--- src/inc/sbc_mode_defs.svh ---
`ifndef SBC_MODE_DEFS_SVH
`define SBC_MODE_DEFS_SVH

// Clock rate
`define CLK_KHZ            125000

// Frame layout
`define FRAME_BITS         16
`define FRAME_CNT_W        5
`define ADDR_MSB           15
`define ADDR_LSB           13
`define ADDR_THIS          3'h1
`define RO_BIT             12
`define MODE_MSB           11
`define MODE_LSB           10
`define FAIL_SAFE_WARNING_ARM_BIT           9
`define LHC_BIT            8
`define ENC_BIT            7
`define LSC_BIT            6
`define WBC_BIT            5
`define PDC_BIT            4
`define RESV_W             4

// Reset values
`define MODE_RST           2'h0
`define FAIL_SAFE_WARNING_ARM_RST           1'h1
`define CTL_RST            1'h0

// Wake sampling periods
`define WAKE_SAMPLE_SHORT_MS 16
`define WAKE_SAMPLE_LONG_MS  64
`define WAKE_CNT_W         23

`endif

--- src/inc/sbc_mode_pkg.sv ---
package sbc_mode_pkg;

  typedef enum logic [1:0] {
    MODE_STANDBY   = 2'b00,
    MODE_SLEEP     = 2'b01,
    MODE_NORMAL_V2 = 2'b10,
    MODE_NORMAL    = 2'b11
  } op_mode_t;

endpackage

--- src/sbc_mode_control.sv ---
`timescale 1ns/1ps
`include "sbc_mode_defs.svh"

// Function
// (RQ1) Frame header bits 15:13 equal to 001 select this register.
// (RQ2) Header bit 12 set returns content only; clear writes control bits.
// (RQ3) Mode field 11:10: standby, sleep, normal supply off, normal supply on; resets 00.
// (RQ4) Every reset forces the fail-safe warning bit to one.
// (RQ5) Warning set means next reset activates fail-safe output; writing zero disarms. The code does this on sys_reset only; rst clears the output.
// (RQ6) On reset fail-safe control becomes the warning bit held before reset. The code does this on sys_reset only; rst loads zero.
// (RQ7) Fail-safe control bit 8 pulls the output low when one, floats otherwise.
// (RQ8) Aux enable bit 7 drives output high only in a normal mode.
// (RQ9) LIN slope bit 6: zero normal 20 kbit/s, one low 10.4 kbit/s.
// (RQ10) Sampling off: wake bias bit floats the bias pin or drives it low.
// (RQ11) Sampling on: wake bias bit picks 16 ms or 64 ms sampling period.
// (RQ12) Pass transistor bit 4 picks 85/50 mA or 50/15 mA thresholds.
// (RQ13) Reserved bits 3:0 read as zero and ignore writes.
module sbc_mode_control #(
  parameter int unsigned SAMPLE_SHORT_CYCLES = `WAKE_SAMPLE_SHORT_MS * `CLK_KHZ,
  parameter int unsigned SAMPLE_LONG_CYCLES  = `WAKE_SAMPLE_LONG_MS * `CLK_KHZ
) (
  // Clock and resets
  input  wire logic                  mclk,
  input  wire logic                  rst,
  input  wire logic                  sys_reset,
  // Serial port
  input  wire logic                  scs_n,
  input  wire logic                  sck,
  input  wire logic                  sdi,
  output logic                       sdo_o,
  output logic                       sdo_oe,
  // Wake input sampling
  input  wire logic                  wake_sample_on,
  output logic                       wake_sample_tick,
  output logic                       wake_bias_pin_o,
  output logic                       wake_bias_pin_oe,
  // Controls
  output sbc_mode_pkg::op_mode_t     operating_mode_select,
  output logic                       transceiver_supply_rail_on,
  output logic                       fail_safe_o,
  output logic                       fail_safe_oe,
  output logic                       aux_output,
  output logic                       lin_slew_select,
  output logic                       pass_transistor_threshold_select
);

  ////////////////////////////////////////////////////////////////////////////
  // Register state
  sbc_mode_pkg::op_mode_t mode_reg, mode_next;
  logic ro_reg, ro_next;
  logic fail_safe_warning_arm_reg, fail_safe_warning_arm_next;
  logic lhc_reg, lhc_next;
  logic enc_reg, enc_next;
  logic lsc_reg, lsc_next;
  logic wbc_reg, wbc_next;
  logic pdc_reg, pdc_next;

  // Serial state
  logic                      scs_n_d_reg, scs_n_d_next;
  logic                      sck_d_reg, sck_d_next;
  logic [`FRAME_BITS-1:0]    rx_reg, rx_next;
  logic [`FRAME_BITS-1:0]    tx_reg, tx_next;
  logic [`FRAME_CNT_W-1:0]   cnt_reg, cnt_next;
  logic                      sdo_o_next, sdo_oe_next;

  // Pin and sampling state
  logic [`WAKE_CNT_W-1:0]    wcnt_reg, wcnt_next;
  logic                      tick_next;
  logic                      tsr_next, fs_oe_next, aux_next, wb_oe_next;

  logic [`FRAME_BITS-1:0]    content;
  logic                      frame_end;
  logic                      is_normal;
  logic [`WAKE_CNT_W-1:0]    period_last;

  function automatic logic is_normal_mode(input sbc_mode_pkg::op_mode_t m);
    is_normal_mode = m[1];
  endfunction

  assign content = {`ADDR_THIS, ro_reg, mode_reg, fail_safe_warning_arm_reg, lhc_reg, enc_reg,
                    lsc_reg, wbc_reg, pdc_reg, {`RESV_W{1'b0}}}; // see RQ13
  assign frame_end = ~scs_n_d_reg & scs_n;
  assign is_normal = is_normal_mode(mode_reg);
  assign period_last = wbc_reg ? `WAKE_CNT_W'(SAMPLE_LONG_CYCLES - 1)
                               : `WAKE_CNT_W'(SAMPLE_SHORT_CYCLES - 1); // see RQ11

  ////////////////////////////////////////////////////////////////////////////
  // Serial frame and register update
  always_comb
  begin
    scs_n_d_next = scs_n;
    sck_d_next   = sck;
    rx_next      = rx_reg;
    tx_next      = tx_reg;
    cnt_next     = cnt_reg;
    sdo_o_next   = sdo_o;
    sdo_oe_next  = ~scs_n;
    mode_next    = mode_reg;
    ro_next      = ro_reg;
    fail_safe_warning_arm_next    = fail_safe_warning_arm_reg;
    lhc_next     = lhc_reg;
    enc_next     = enc_reg;
    lsc_next     = lsc_reg;
    wbc_next     = wbc_reg;
    pdc_next     = pdc_reg;
    if (scs_n_d_reg & ~scs_n)
    begin
      // Frame start: old content goes out while new bits come in
      tx_next    = {content[`FRAME_BITS-2:0], 1'b0};
      sdo_o_next = content[`FRAME_BITS-1];
      cnt_next   = '0;
    end
    else if (~scs_n)
    begin
      if (sck_d_reg & ~sck)
      begin
        rx_next  = {rx_reg[`FRAME_BITS-2:0], sdi};
        cnt_next = cnt_reg + `FRAME_CNT_W'(1);
      end
      else if (~sck_d_reg & sck & (cnt_reg != '0))
      begin
        sdo_o_next = tx_reg[`FRAME_BITS-1];
        tx_next    = {tx_reg[`FRAME_BITS-2:0], 1'b0};
      end
    end
    if (frame_end & (cnt_reg == `FRAME_CNT_W'(`FRAME_BITS))
        & (rx_reg[`ADDR_MSB:`ADDR_LSB] == `ADDR_THIS)) // see RQ1
    begin
      ro_next = rx_reg[`RO_BIT];
      if (~rx_reg[`RO_BIT]) // see RQ2
      begin
        mode_next = sbc_mode_pkg::op_mode_t'(rx_reg[`MODE_MSB:`MODE_LSB]); // see RQ3
        fail_safe_warning_arm_next = rx_reg[`FAIL_SAFE_WARNING_ARM_BIT]; // see RQ5
        lhc_next  = rx_reg[`LHC_BIT];
        enc_next  = rx_reg[`ENC_BIT];
        lsc_next  = rx_reg[`LSC_BIT];
        wbc_next  = rx_reg[`WBC_BIT];
        pdc_next  = rx_reg[`PDC_BIT];
      end
    end
  end

  always_ff @(posedge mclk)
  begin
    scs_n_d_reg <= scs_n_d_next;
    sck_d_reg   <= sck_d_next;
    rx_reg      <= rx_next;
    tx_reg      <= tx_next;
    cnt_reg     <= cnt_next;
    if (rst)
    begin
      scs_n_d_reg <= 1'b1;
      sck_d_reg   <= 1'b0;
      cnt_reg     <= '0;
      sdo_o       <= 1'b0;
      sdo_oe      <= 1'b0;
      mode_reg    <= sbc_mode_pkg::op_mode_t'(`MODE_RST);
      ro_reg      <= `CTL_RST;
      fail_safe_warning_arm_reg    <= `FAIL_SAFE_WARNING_ARM_RST; // see RQ4
      lhc_reg     <= `CTL_RST;
      enc_reg     <= `CTL_RST;
      lsc_reg     <= `CTL_RST; // see RQ9
      wbc_reg     <= `CTL_RST;
      pdc_reg     <= `CTL_RST;
    end
    else if (sys_reset)
    begin
      cnt_reg     <= '0;
      sdo_o       <= 1'b0;
      sdo_oe      <= 1'b0;
      mode_reg    <= sbc_mode_pkg::op_mode_t'(`MODE_RST);
      ro_reg      <= `CTL_RST;
      fail_safe_warning_arm_reg    <= `FAIL_SAFE_WARNING_ARM_RST; // see RQ4
      lhc_reg     <= fail_safe_warning_arm_reg; // see RQ5, RQ6
      enc_reg     <= `CTL_RST;
      lsc_reg     <= `CTL_RST;
      wbc_reg     <= `CTL_RST;
      pdc_reg     <= `CTL_RST;
    end
    else
    begin
      sdo_o       <= sdo_o_next;
      sdo_oe      <= sdo_oe_next;
      mode_reg    <= mode_next;
      ro_reg      <= ro_next;
      fail_safe_warning_arm_reg    <= fail_safe_warning_arm_next;
      lhc_reg     <= lhc_next;
      enc_reg     <= enc_next;
      lsc_reg     <= lsc_next;
      wbc_reg     <= wbc_next;
      pdc_reg     <= pdc_next;
    end
  end

  ////////////////////////////////////////////////////////////////////////////
  // Pins and wake sampling
  always_comb
  begin
    wcnt_next  = '0;
    tick_next  = 1'b0;
    if (wake_sample_on)
    begin
      if (wcnt_reg >= period_last)
        tick_next = 1'b1;
      else
        wcnt_next = wcnt_reg + `WAKE_CNT_W'(1);
    end
    tsr_next   = (mode_reg == sbc_mode_pkg::MODE_NORMAL);
    fs_oe_next = lhc_reg; // see RQ7
    aux_next   = enc_reg & is_normal; // see RQ8
    wb_oe_next = wbc_reg & ~wake_sample_on; // see RQ10
  end

  always_ff @(posedge mclk)
  begin
    if (rst | sys_reset)
    begin
      wcnt_reg                         <= '0;
      wake_sample_tick                 <= 1'b0;
      transceiver_supply_rail_on       <= 1'b0;
      fail_safe_oe                     <= (~rst) & fail_safe_warning_arm_reg; // see RQ6
      aux_output                       <= 1'b0;
      wake_bias_pin_oe                 <= 1'b0;
      lin_slew_select                  <= 1'b0;
      pass_transistor_threshold_select <= 1'b0;
      operating_mode_select            <= sbc_mode_pkg::op_mode_t'(`MODE_RST);
    end
    else
    begin
      wcnt_reg                         <= wcnt_next;
      wake_sample_tick                 <= tick_next;
      transceiver_supply_rail_on       <= tsr_next;
      fail_safe_oe                     <= fs_oe_next;
      aux_output                       <= aux_next;
      wake_bias_pin_oe                 <= wb_oe_next;
      lin_slew_select                  <= lsc_reg; // see RQ9
      pass_transistor_threshold_select <= pdc_reg; // see RQ12
      operating_mode_select            <= mode_reg; // see RQ3
    end
  end

  // Open-drain pins only ever pull low
  always_ff @(posedge mclk)
  begin
    fail_safe_o     <= 1'b0;
    wake_bias_pin_o <= 1'b0;
  end

endmodule

--- config.mk ---
export PLATFORM = sky130hd
export DESIGN_NAME = sbc_mode_control
export DESIGN_NICKNAME = d
export VERILOG_FILES = /design/src/inc/sbc_mode_pkg.sv /design/src/sbc_mode_control.sv
export VERILOG_INCLUDE_DIRS = /design/src /design/src/inc
export SDC_FILE = /design/constraint.sdc
export NUM_CORES = 1
export LEC_CHECK = 0
export BUFFER_PORTS_ARGS = -buffer_cell sky130_fd_sc_hd__buf_2
export CELL_PAD_IN_SITES_DETAIL_PLACEMENT = 1
export CELL_PAD_IN_SITES_GLOBAL_PLACEMENT = 1
export CORE_MARGIN = 1
export CORE_UTILIZATION = 40
export CTS_CLUSTER_DIAMETER = 60
export DETAILED_ROUTE_END_ITERATION = 8
export PLACE_DENSITY = 0.7
export SETUP_SLACK_MARGIN = 0.05
export SLEW_MARGIN = 0
export SYNTH_ARGS = -nofsm -noshare
export SYNTH_HDL_FRONTEND = slang
export SYNTH_SLANG_ARGS = --single-unit
export TNS_END_PERCENT = 1
--- constraint.sdc ---
create_clock -name mclk -period 7 [get_ports mclk]
set_clock_uncertainty 0.2 [all_clocks]
set_input_delay 0.7 -clock mclk [delete_from_list [all_inputs] [get_ports mclk]]
set_output_delay 0.7 -clock mclk [all_outputs]
set_load 0.005 [all_outputs]
==> results of run 1 <==
-- logic make-up (layout without fill, tap and decap cells) --
kind of cell,Yosys count,count (layout),synth area share
compound gates,13,13,0.0279
xor+xnor,24,24,0.0641
fa+ha+maj,11,11,0.0420
buf+inv,15,41,0.0317
flops,77,77,0.547
mux,20,20,0.0653
other cells,1,2,0.00114
simple gates,120,120,0.221
-- synthesized netlist by cell type (3+ instances only) --
| library cell | count | area share |
|---|---|---|
| a21oi_1 | 4 | 0.0061 |
| and2_1 | 4 | 0.0076 |
| and3_1 | 4 | 0.0076 |
| clkbuf_1 | 3 | 0.0034 |
| dfxtp_1 | 52 | 0.32 |
| edfxtp_1 | 25 | 0.23 |
| ha_1 | 11 | 0.042 |
| inv_1 | 7 | 0.0080 |
| mux2_2 | 7 | 0.024 |
| mux2i_1 | 12 | 0.037 |
| nand2_1 | 17 | 0.019 |
| nand3_1 | 7 | 0.011 |
| nand4_1 | 11 | 0.021 |
| nor2_1 | 31 | 0.035 |
| nor2_2 | 6 | 0.011 |
| nor2_4 | 14 | 0.048 |
| nor4_1 | 5 | 0.0095 |
| o21ai_0 | 3 | 0.0046 |
| or2_2 | 4 | 0.0076 |
| xnor2_1 | 7 | 0.019 |
| xor2_1 | 17 | 0.045 |
-- worst min-delay path by stage --
stage          depth (start not counted)        end       from  slack (ns)
4_1_cts                                0  rx_reg[3]  rx_reg[2]        0.23
2_1_floorplan                          0  rx_reg[1]  rx_reg[0]        0.20
3_3_place_gp                           0  rx_reg[4]  rx_reg[3]        0.21
5_1_grt                                0  rx_reg[2]  rx_reg[1]        0.23
3_5_place_dp                           0  rx_reg[2]  rx_reg[1]        0.21
6_report                               0  rx_reg[3]  rx_reg[2]        0.23
-- final cells by class --
| type | count | share of cell area |
|---|---|---|
| repair buffers | 18 | 0.0257 |
| inverters | 7 | 0.00730 |
| clock buffers | 10 | 0.0354 |
| multi-input cells | 190 | 0.385 |
| flip-flops and latches | 77 | 0.498 |
| well taps | 102 | 0.0354 |
| clock inverters | 6 | 0.0132 |
-- power by group --
| part | leakage, nW | total [mW] | switching, mW | internal, mW |
|---|---|---|---|---|
| Combinational | 0.520 | 0.0226 | 0.0146 | 0.00804 |
| Sequential | 0.654 | 0.467 | 0.00220 | 0.465 |
| Clock | 0.0751 | 0.298 | 0.167 | 0.130 |
| Total | 1.25 | 0.788 | 0.184 | 0.604 |
-- metal layers --
layer  wire length [µm]  global-route usage  vias up
met3                161              0.0411       10
met2               2990               0.265       24
met5                  0                   0        -
met4                108              0.0755        0
met1               2930               0.206     1005
li1                   -                   -     1019
-- worst reg2reg max path, cell delays in order, from the launching register on --
cell	delay (ns)
dfxtp_1	0.41
inv_1	0.17
ha_1	0.34
a211o_1	0.27
a2111oi_2	0.36
nor4_1	0.09
or4_2	1.03
a21oi_1	0.26
==> metrics, run 1 <==
post-synthesis register bit count 77; clock period minus worst slack 3.22 ns; Post-synth EDFFs 25; commonest cells after routing, fill and taps aside dfxtp_1 (52), nor2_1 (31), edfxtp_1 (25); total gr overflow 0; Req. time, crit path 7.07 ns; hold slack 0.225 ns; Multi-input gate area 1390 µm²; Worst Slack Setup Final 3.78 ns; row count 32; sequential area share after synthesis 0.547; Most used DFF post-synth dfxtp_1; post-route cell area 3600 µm²; Die Y 92.5 µm; max-slew violation count 0; Top delay family on crit path simple AND/OR/NAND/NOR gates; TritonRoute pass-1 iters 4; WP buf/inv 1; critical path type reg2reg; Ant. Diodes 0; syn avg cell area 11.7 µm²; Post-Synthesis Cells 281; Layout Area Growth over Synthesis 9.85%; deepest clock path buffer count 2; io pins 20; worst setup path end wcnt_reg[11]; ys async rst share 0; port buffer count 17; initial antenna violation count 0; CTS root buffer clkbuf_8; DRC viols 0; Worst-path clk slew 0.08 ns; warnings from Yosys 0; initial DRC count 56; Final period util 0.460; crit path launch wbc_reg; Cell Count, Final, Fillers Out 410; post-layout util 0.461; CTS tree yes; number of max-cap violations 0; worst-skew pair later-pin latency 0.35 ns; first-pass GRT wire length 10.7 mm; Critical Path End Type register; Via-to-Cell Ratio 5.02; RSZ-0062 raised after global routing false; fin nets 321; Pleak 1.25 nW; Worst setup SP type register; R2R Path End wcnt_reg[11]; Worst Hold Class reg2reg; worst-path cell chain inv_1 > ha_1 > a211o_1 > a2111oi_2 > nor4_1 > or4_2 > a21oi_1; core area 7810 µm²; Place WS 3.77 ns; final setup vio count 0; R2R cell count 7; Num CTS Buffers 9; Critical R2R Launch wbc_reg; initial cell density of the core 0.420; largest net degree at the start of global routing 24; setup TNS 0 ns; post-route ant nets 0; Total GRT Usage 0.164; placed inst area 3430 µm²; status finished, final reports clean; hold_buf cts 0; Final Hold Fails 0; max_slew headroom 0.358; register area 1790 µm²; vias 2,058; peak supply drop 0.0810 mV; CP max-delay cell or4_2; pwr dens 219 nW/µm²; gpl congestion 0.786; clk sinks 77; CP max FO 23; Largest register FFs 23; Horiz. Die Dim 92.5 µm; Synth Cell Area 3280 µm²; most common cell after layout, fill and taps aside dfxtp_1; R2R Setup Slk 3.78 ns; drt total wl 6.19 mm; post-DP HPWL 4.31 mm; Post-Place Cells 394; DR WL/cell 15.1 µm; die area 8560 µm²; critical path depth in cells 7; share of cells above drive strength 1 0.224; crit path DAT 3.29 ns; H-tree lvl count 3; Tot Pwr 0.788 mW; biggest cell delay along the critical path 1.03 ns; postcts setup bufs 0; fill count 864; vias in the first global route 2,228; number of gates resized after cts 0; fmax 311 MHz; worst-margin pin slew 0.964 ns; number of library cell types mapped by synthesis 43
Note: power is estimated with default switching activity, not from simulation.
==> run 2, diff against run 1 <==
--- a/config.mk
+++ b/config.mk
@@ -13,7 +13,7 @@
 export CORE_UTILIZATION = 40
 export CTS_CLUSTER_DIAMETER = 60
 export DETAILED_ROUTE_END_ITERATION = 8
-export PLACE_DENSITY = 0.7
+export PLACE_DENSITY = 0.72
 export SETUP_SLACK_MARGIN = 0.05
 export SLEW_MARGIN = 0
 export SYNTH_ARGS = -nofsm -noshare
==> constraint.sdc (replaced) <==
create_clock -name mclk -period 2.95 [get_ports mclk]
set_clock_uncertainty 0.2 [all_clocks]
set_input_delay 0.295 -clock mclk [delete_from_list [all_inputs] [get_ports mclk]]
set_output_delay 0.295 -clock mclk [all_outputs]
set_load 0.005 [all_outputs]
==> run 2 against run 1 <==
  * Cell count rose by 3.2%
  * Routed wire length grew 2.0%
  * Critical endpoint unchanged
  * Maximum frequency rose by 19%
  * Via count up 4.1%
  * Largest power group unchanged
==> metrics, run 2 (same netlist as run 1, synthesis figures left out) <==
commonest cells after routing, fill and taps aside dfxtp_1 (52), nor2_1 (31), edfxtp_1 (25); io pins 20 (unchanged); number of gates resized after cts 0 (unchanged); TritonRoute pass-1 iters 4 (unchanged); hold_buf cts 5 (+5); Num CTS Buffers 9 (unchanged); row count 32 (unchanged); largest net degree at the start of global routing 24 (unchanged); Ant. Diodes 0 (unchanged); Critical R2R Launch wbc_reg; Final period util 0.916 (+0.457); Worst-path clk slew 0.09 ns (about the same); critical path type reg2reg; core area 7810 µm² (unchanged); fill count 848 (-1.9%); DR WL/cell 14.9 µm (-1.1%); worst-path cell chain inv_1 > ha_1 > a211o_1 > a2111oi_2 > nor4_1 > or4_2 > buf_12 > a21oi_1; R2R cell count 8 (+1); Hold Path Origin scs_n; status finished, final reports clean; CP max-delay cell or4_2; die area 8560 µm² (unchanged); DRC viols 0 (unchanged); crit path DAT 2.78 ns (-0.51 ns); total gr overflow 0 (unchanged); worst-margin pin slew 0.602 ns (-0.361 ns); postcts setup bufs 0 (unchanged); Pleak 1.35 nW (+7.9%); Critical Path End Type register; vias 2,142 (+4.1%); initial cell density of the core 0.420 (unchanged); gpl congestion 0.801 (+2.0%); Hold Crit Depth 2 (+2); crit path launch wbc_reg; R2R Setup Slk 0.25 ns (-3.54 ns); peak supply drop 0.213 mV (+160%); number of max-cap violations 0 (unchanged); Die Y 92.5 µm (unchanged); Horiz. Die Dim 92.5 µm (unchanged); post-DP HPWL 4.47 mm (+3.6%); CTS tree yes; setup TNS 0 ns (unchanged); port buffer count 17 (unchanged); drt total wl 6.32 mm (+2.0%); biggest cell delay along the critical path 0.59 ns (-0.44 ns); CTS root buffer clkbuf_8; Worst setup SP type register; Worst Slack Setup Final 0.247 ns (-3.54 ns); initial DRC count 59 (+5.4%); max_slew headroom 0.599 (+0.241); WHS Endpoint scs_n_d_reg; fmax 370 MHz (+19%); post-route ant nets 0 (unchanged); vias in the first global route 2,232 (+0.18%); share of cells above drive strength 1 0.240 (+0.0158); CP max FO 23 (unchanged); final setup vio count 0 (unchanged); initial antenna violation count 0 (unchanged); H-tree lvl count 3 (unchanged); hold slack 0.0234 ns (-0.202 ns); worst-skew pair later-pin latency 0.35 ns (about the same); Layout Area Growth over Synthesis 15.0%; Largest register FFs 23 (unchanged); Req. time, crit path 3.03 ns (-4.04 ns); RSZ-0062 raised after global routing false; Via-to-Cell Ratio 5.06 (+0.88%); Place WS 0.275 ns (-3.49 ns); fin nets 334 (+4.0%); pwr dens 546 nW/µm² (+150%); max-slew violation count 0 (unchanged); most common cell after layout, fill and taps aside dfxtp_1; Worst Hold Class in2reg; clk sinks 77 (unchanged); R2R Path End wcnt_reg[11]; deepest clock path buffer count 2 (unchanged); Final Hold Fails 0 (unchanged); clock period minus worst slack 2.70 ns (-0.514 ns); Total GRT Usage 0.167 (+0.00334); first-pass GRT wire length 10.9 mm (+2.3%)
[run 2: changes by cell type in the layout (fill, tap and decap cells not counted), sizes merged]
cell,previous run,this run
clkinvlp,4,1
buf,18,26
dlygate4sd3,0,5
inv,8,9
bufinv,0,2
[run 2: worst max path at each step]
stage                         endpoint  depth (start not counted)  slack (ns)
after global routing      wcnt_reg[11]                          8         0.1
after detailed placement  wcnt_reg[11]                          8        0.28
after floorplan           wcnt_reg[13]                          9        0.40
after CTS                 wcnt_reg[11]                          8        0.25
after global placement    wcnt_reg[11]                          8        0.33
final                     wcnt_reg[11]                          8        0.25
[run 2: final cells by class]
type / count / area, µm² / area share
flip-flops and latches: 77 / 1790 / 0.475
multi-input cells: 190 / 1390 / 0.368
repair buffers: 31 / 215 / 0.0571
clock buffers: 10 / 128 / 0.0339
well taps: 102 / 128 / 0.0339
clock inverters: 6 / 93.8 / 0.0249
inverters: 7 / 26.3 / 0.00697
[run 2: layer usage]
layer  vias up  share of wire  GRT usage
met4         0          0.014     0.0625
met3        10          0.025     0.0443
met2        19           0.48      0.273
li1       1052              -          -
met5         -              0          0
met1      1061           0.48      0.212
[run 2: through the flow]
stage	instances	power, mW	instance area (µm²)	util
finish	423	2.06	3770	0.483
floorplan	282	1.18	3280	-
detailed placement	402	1.19	3500	0.448
global route	423	2.14	3770	0.483
CTS	423	2.08	3770	0.483
global placement	402	1.19	3500	0.448
[run 2: report_power, final]
| group | total (mW) | switching (mW) | leakage, nW | internal, mW |
|---|---|---|---|---|
| Combinational | 0.0624 | 0.0356 | 0.586 | 0.0267 |
| Clock | 0.887 | 0.402 | 0.107 | 0.484 |
| Sequential | 1.11 | 0.00555 | 0.654 | 1.10 |
| Total | 2.06 | 0.444 | 1.35 | 1.61 |
[run 2: critical path, delay by kind of cell (launching register included)]
kind | cells | cell delay [ns]
fa+ha+maj | 1 | 0.33
compound gates | 3 | 0.74
buf+inv | 2 | 0.32
flops | 1 | 0.34
simple gates | 2 | 0.68
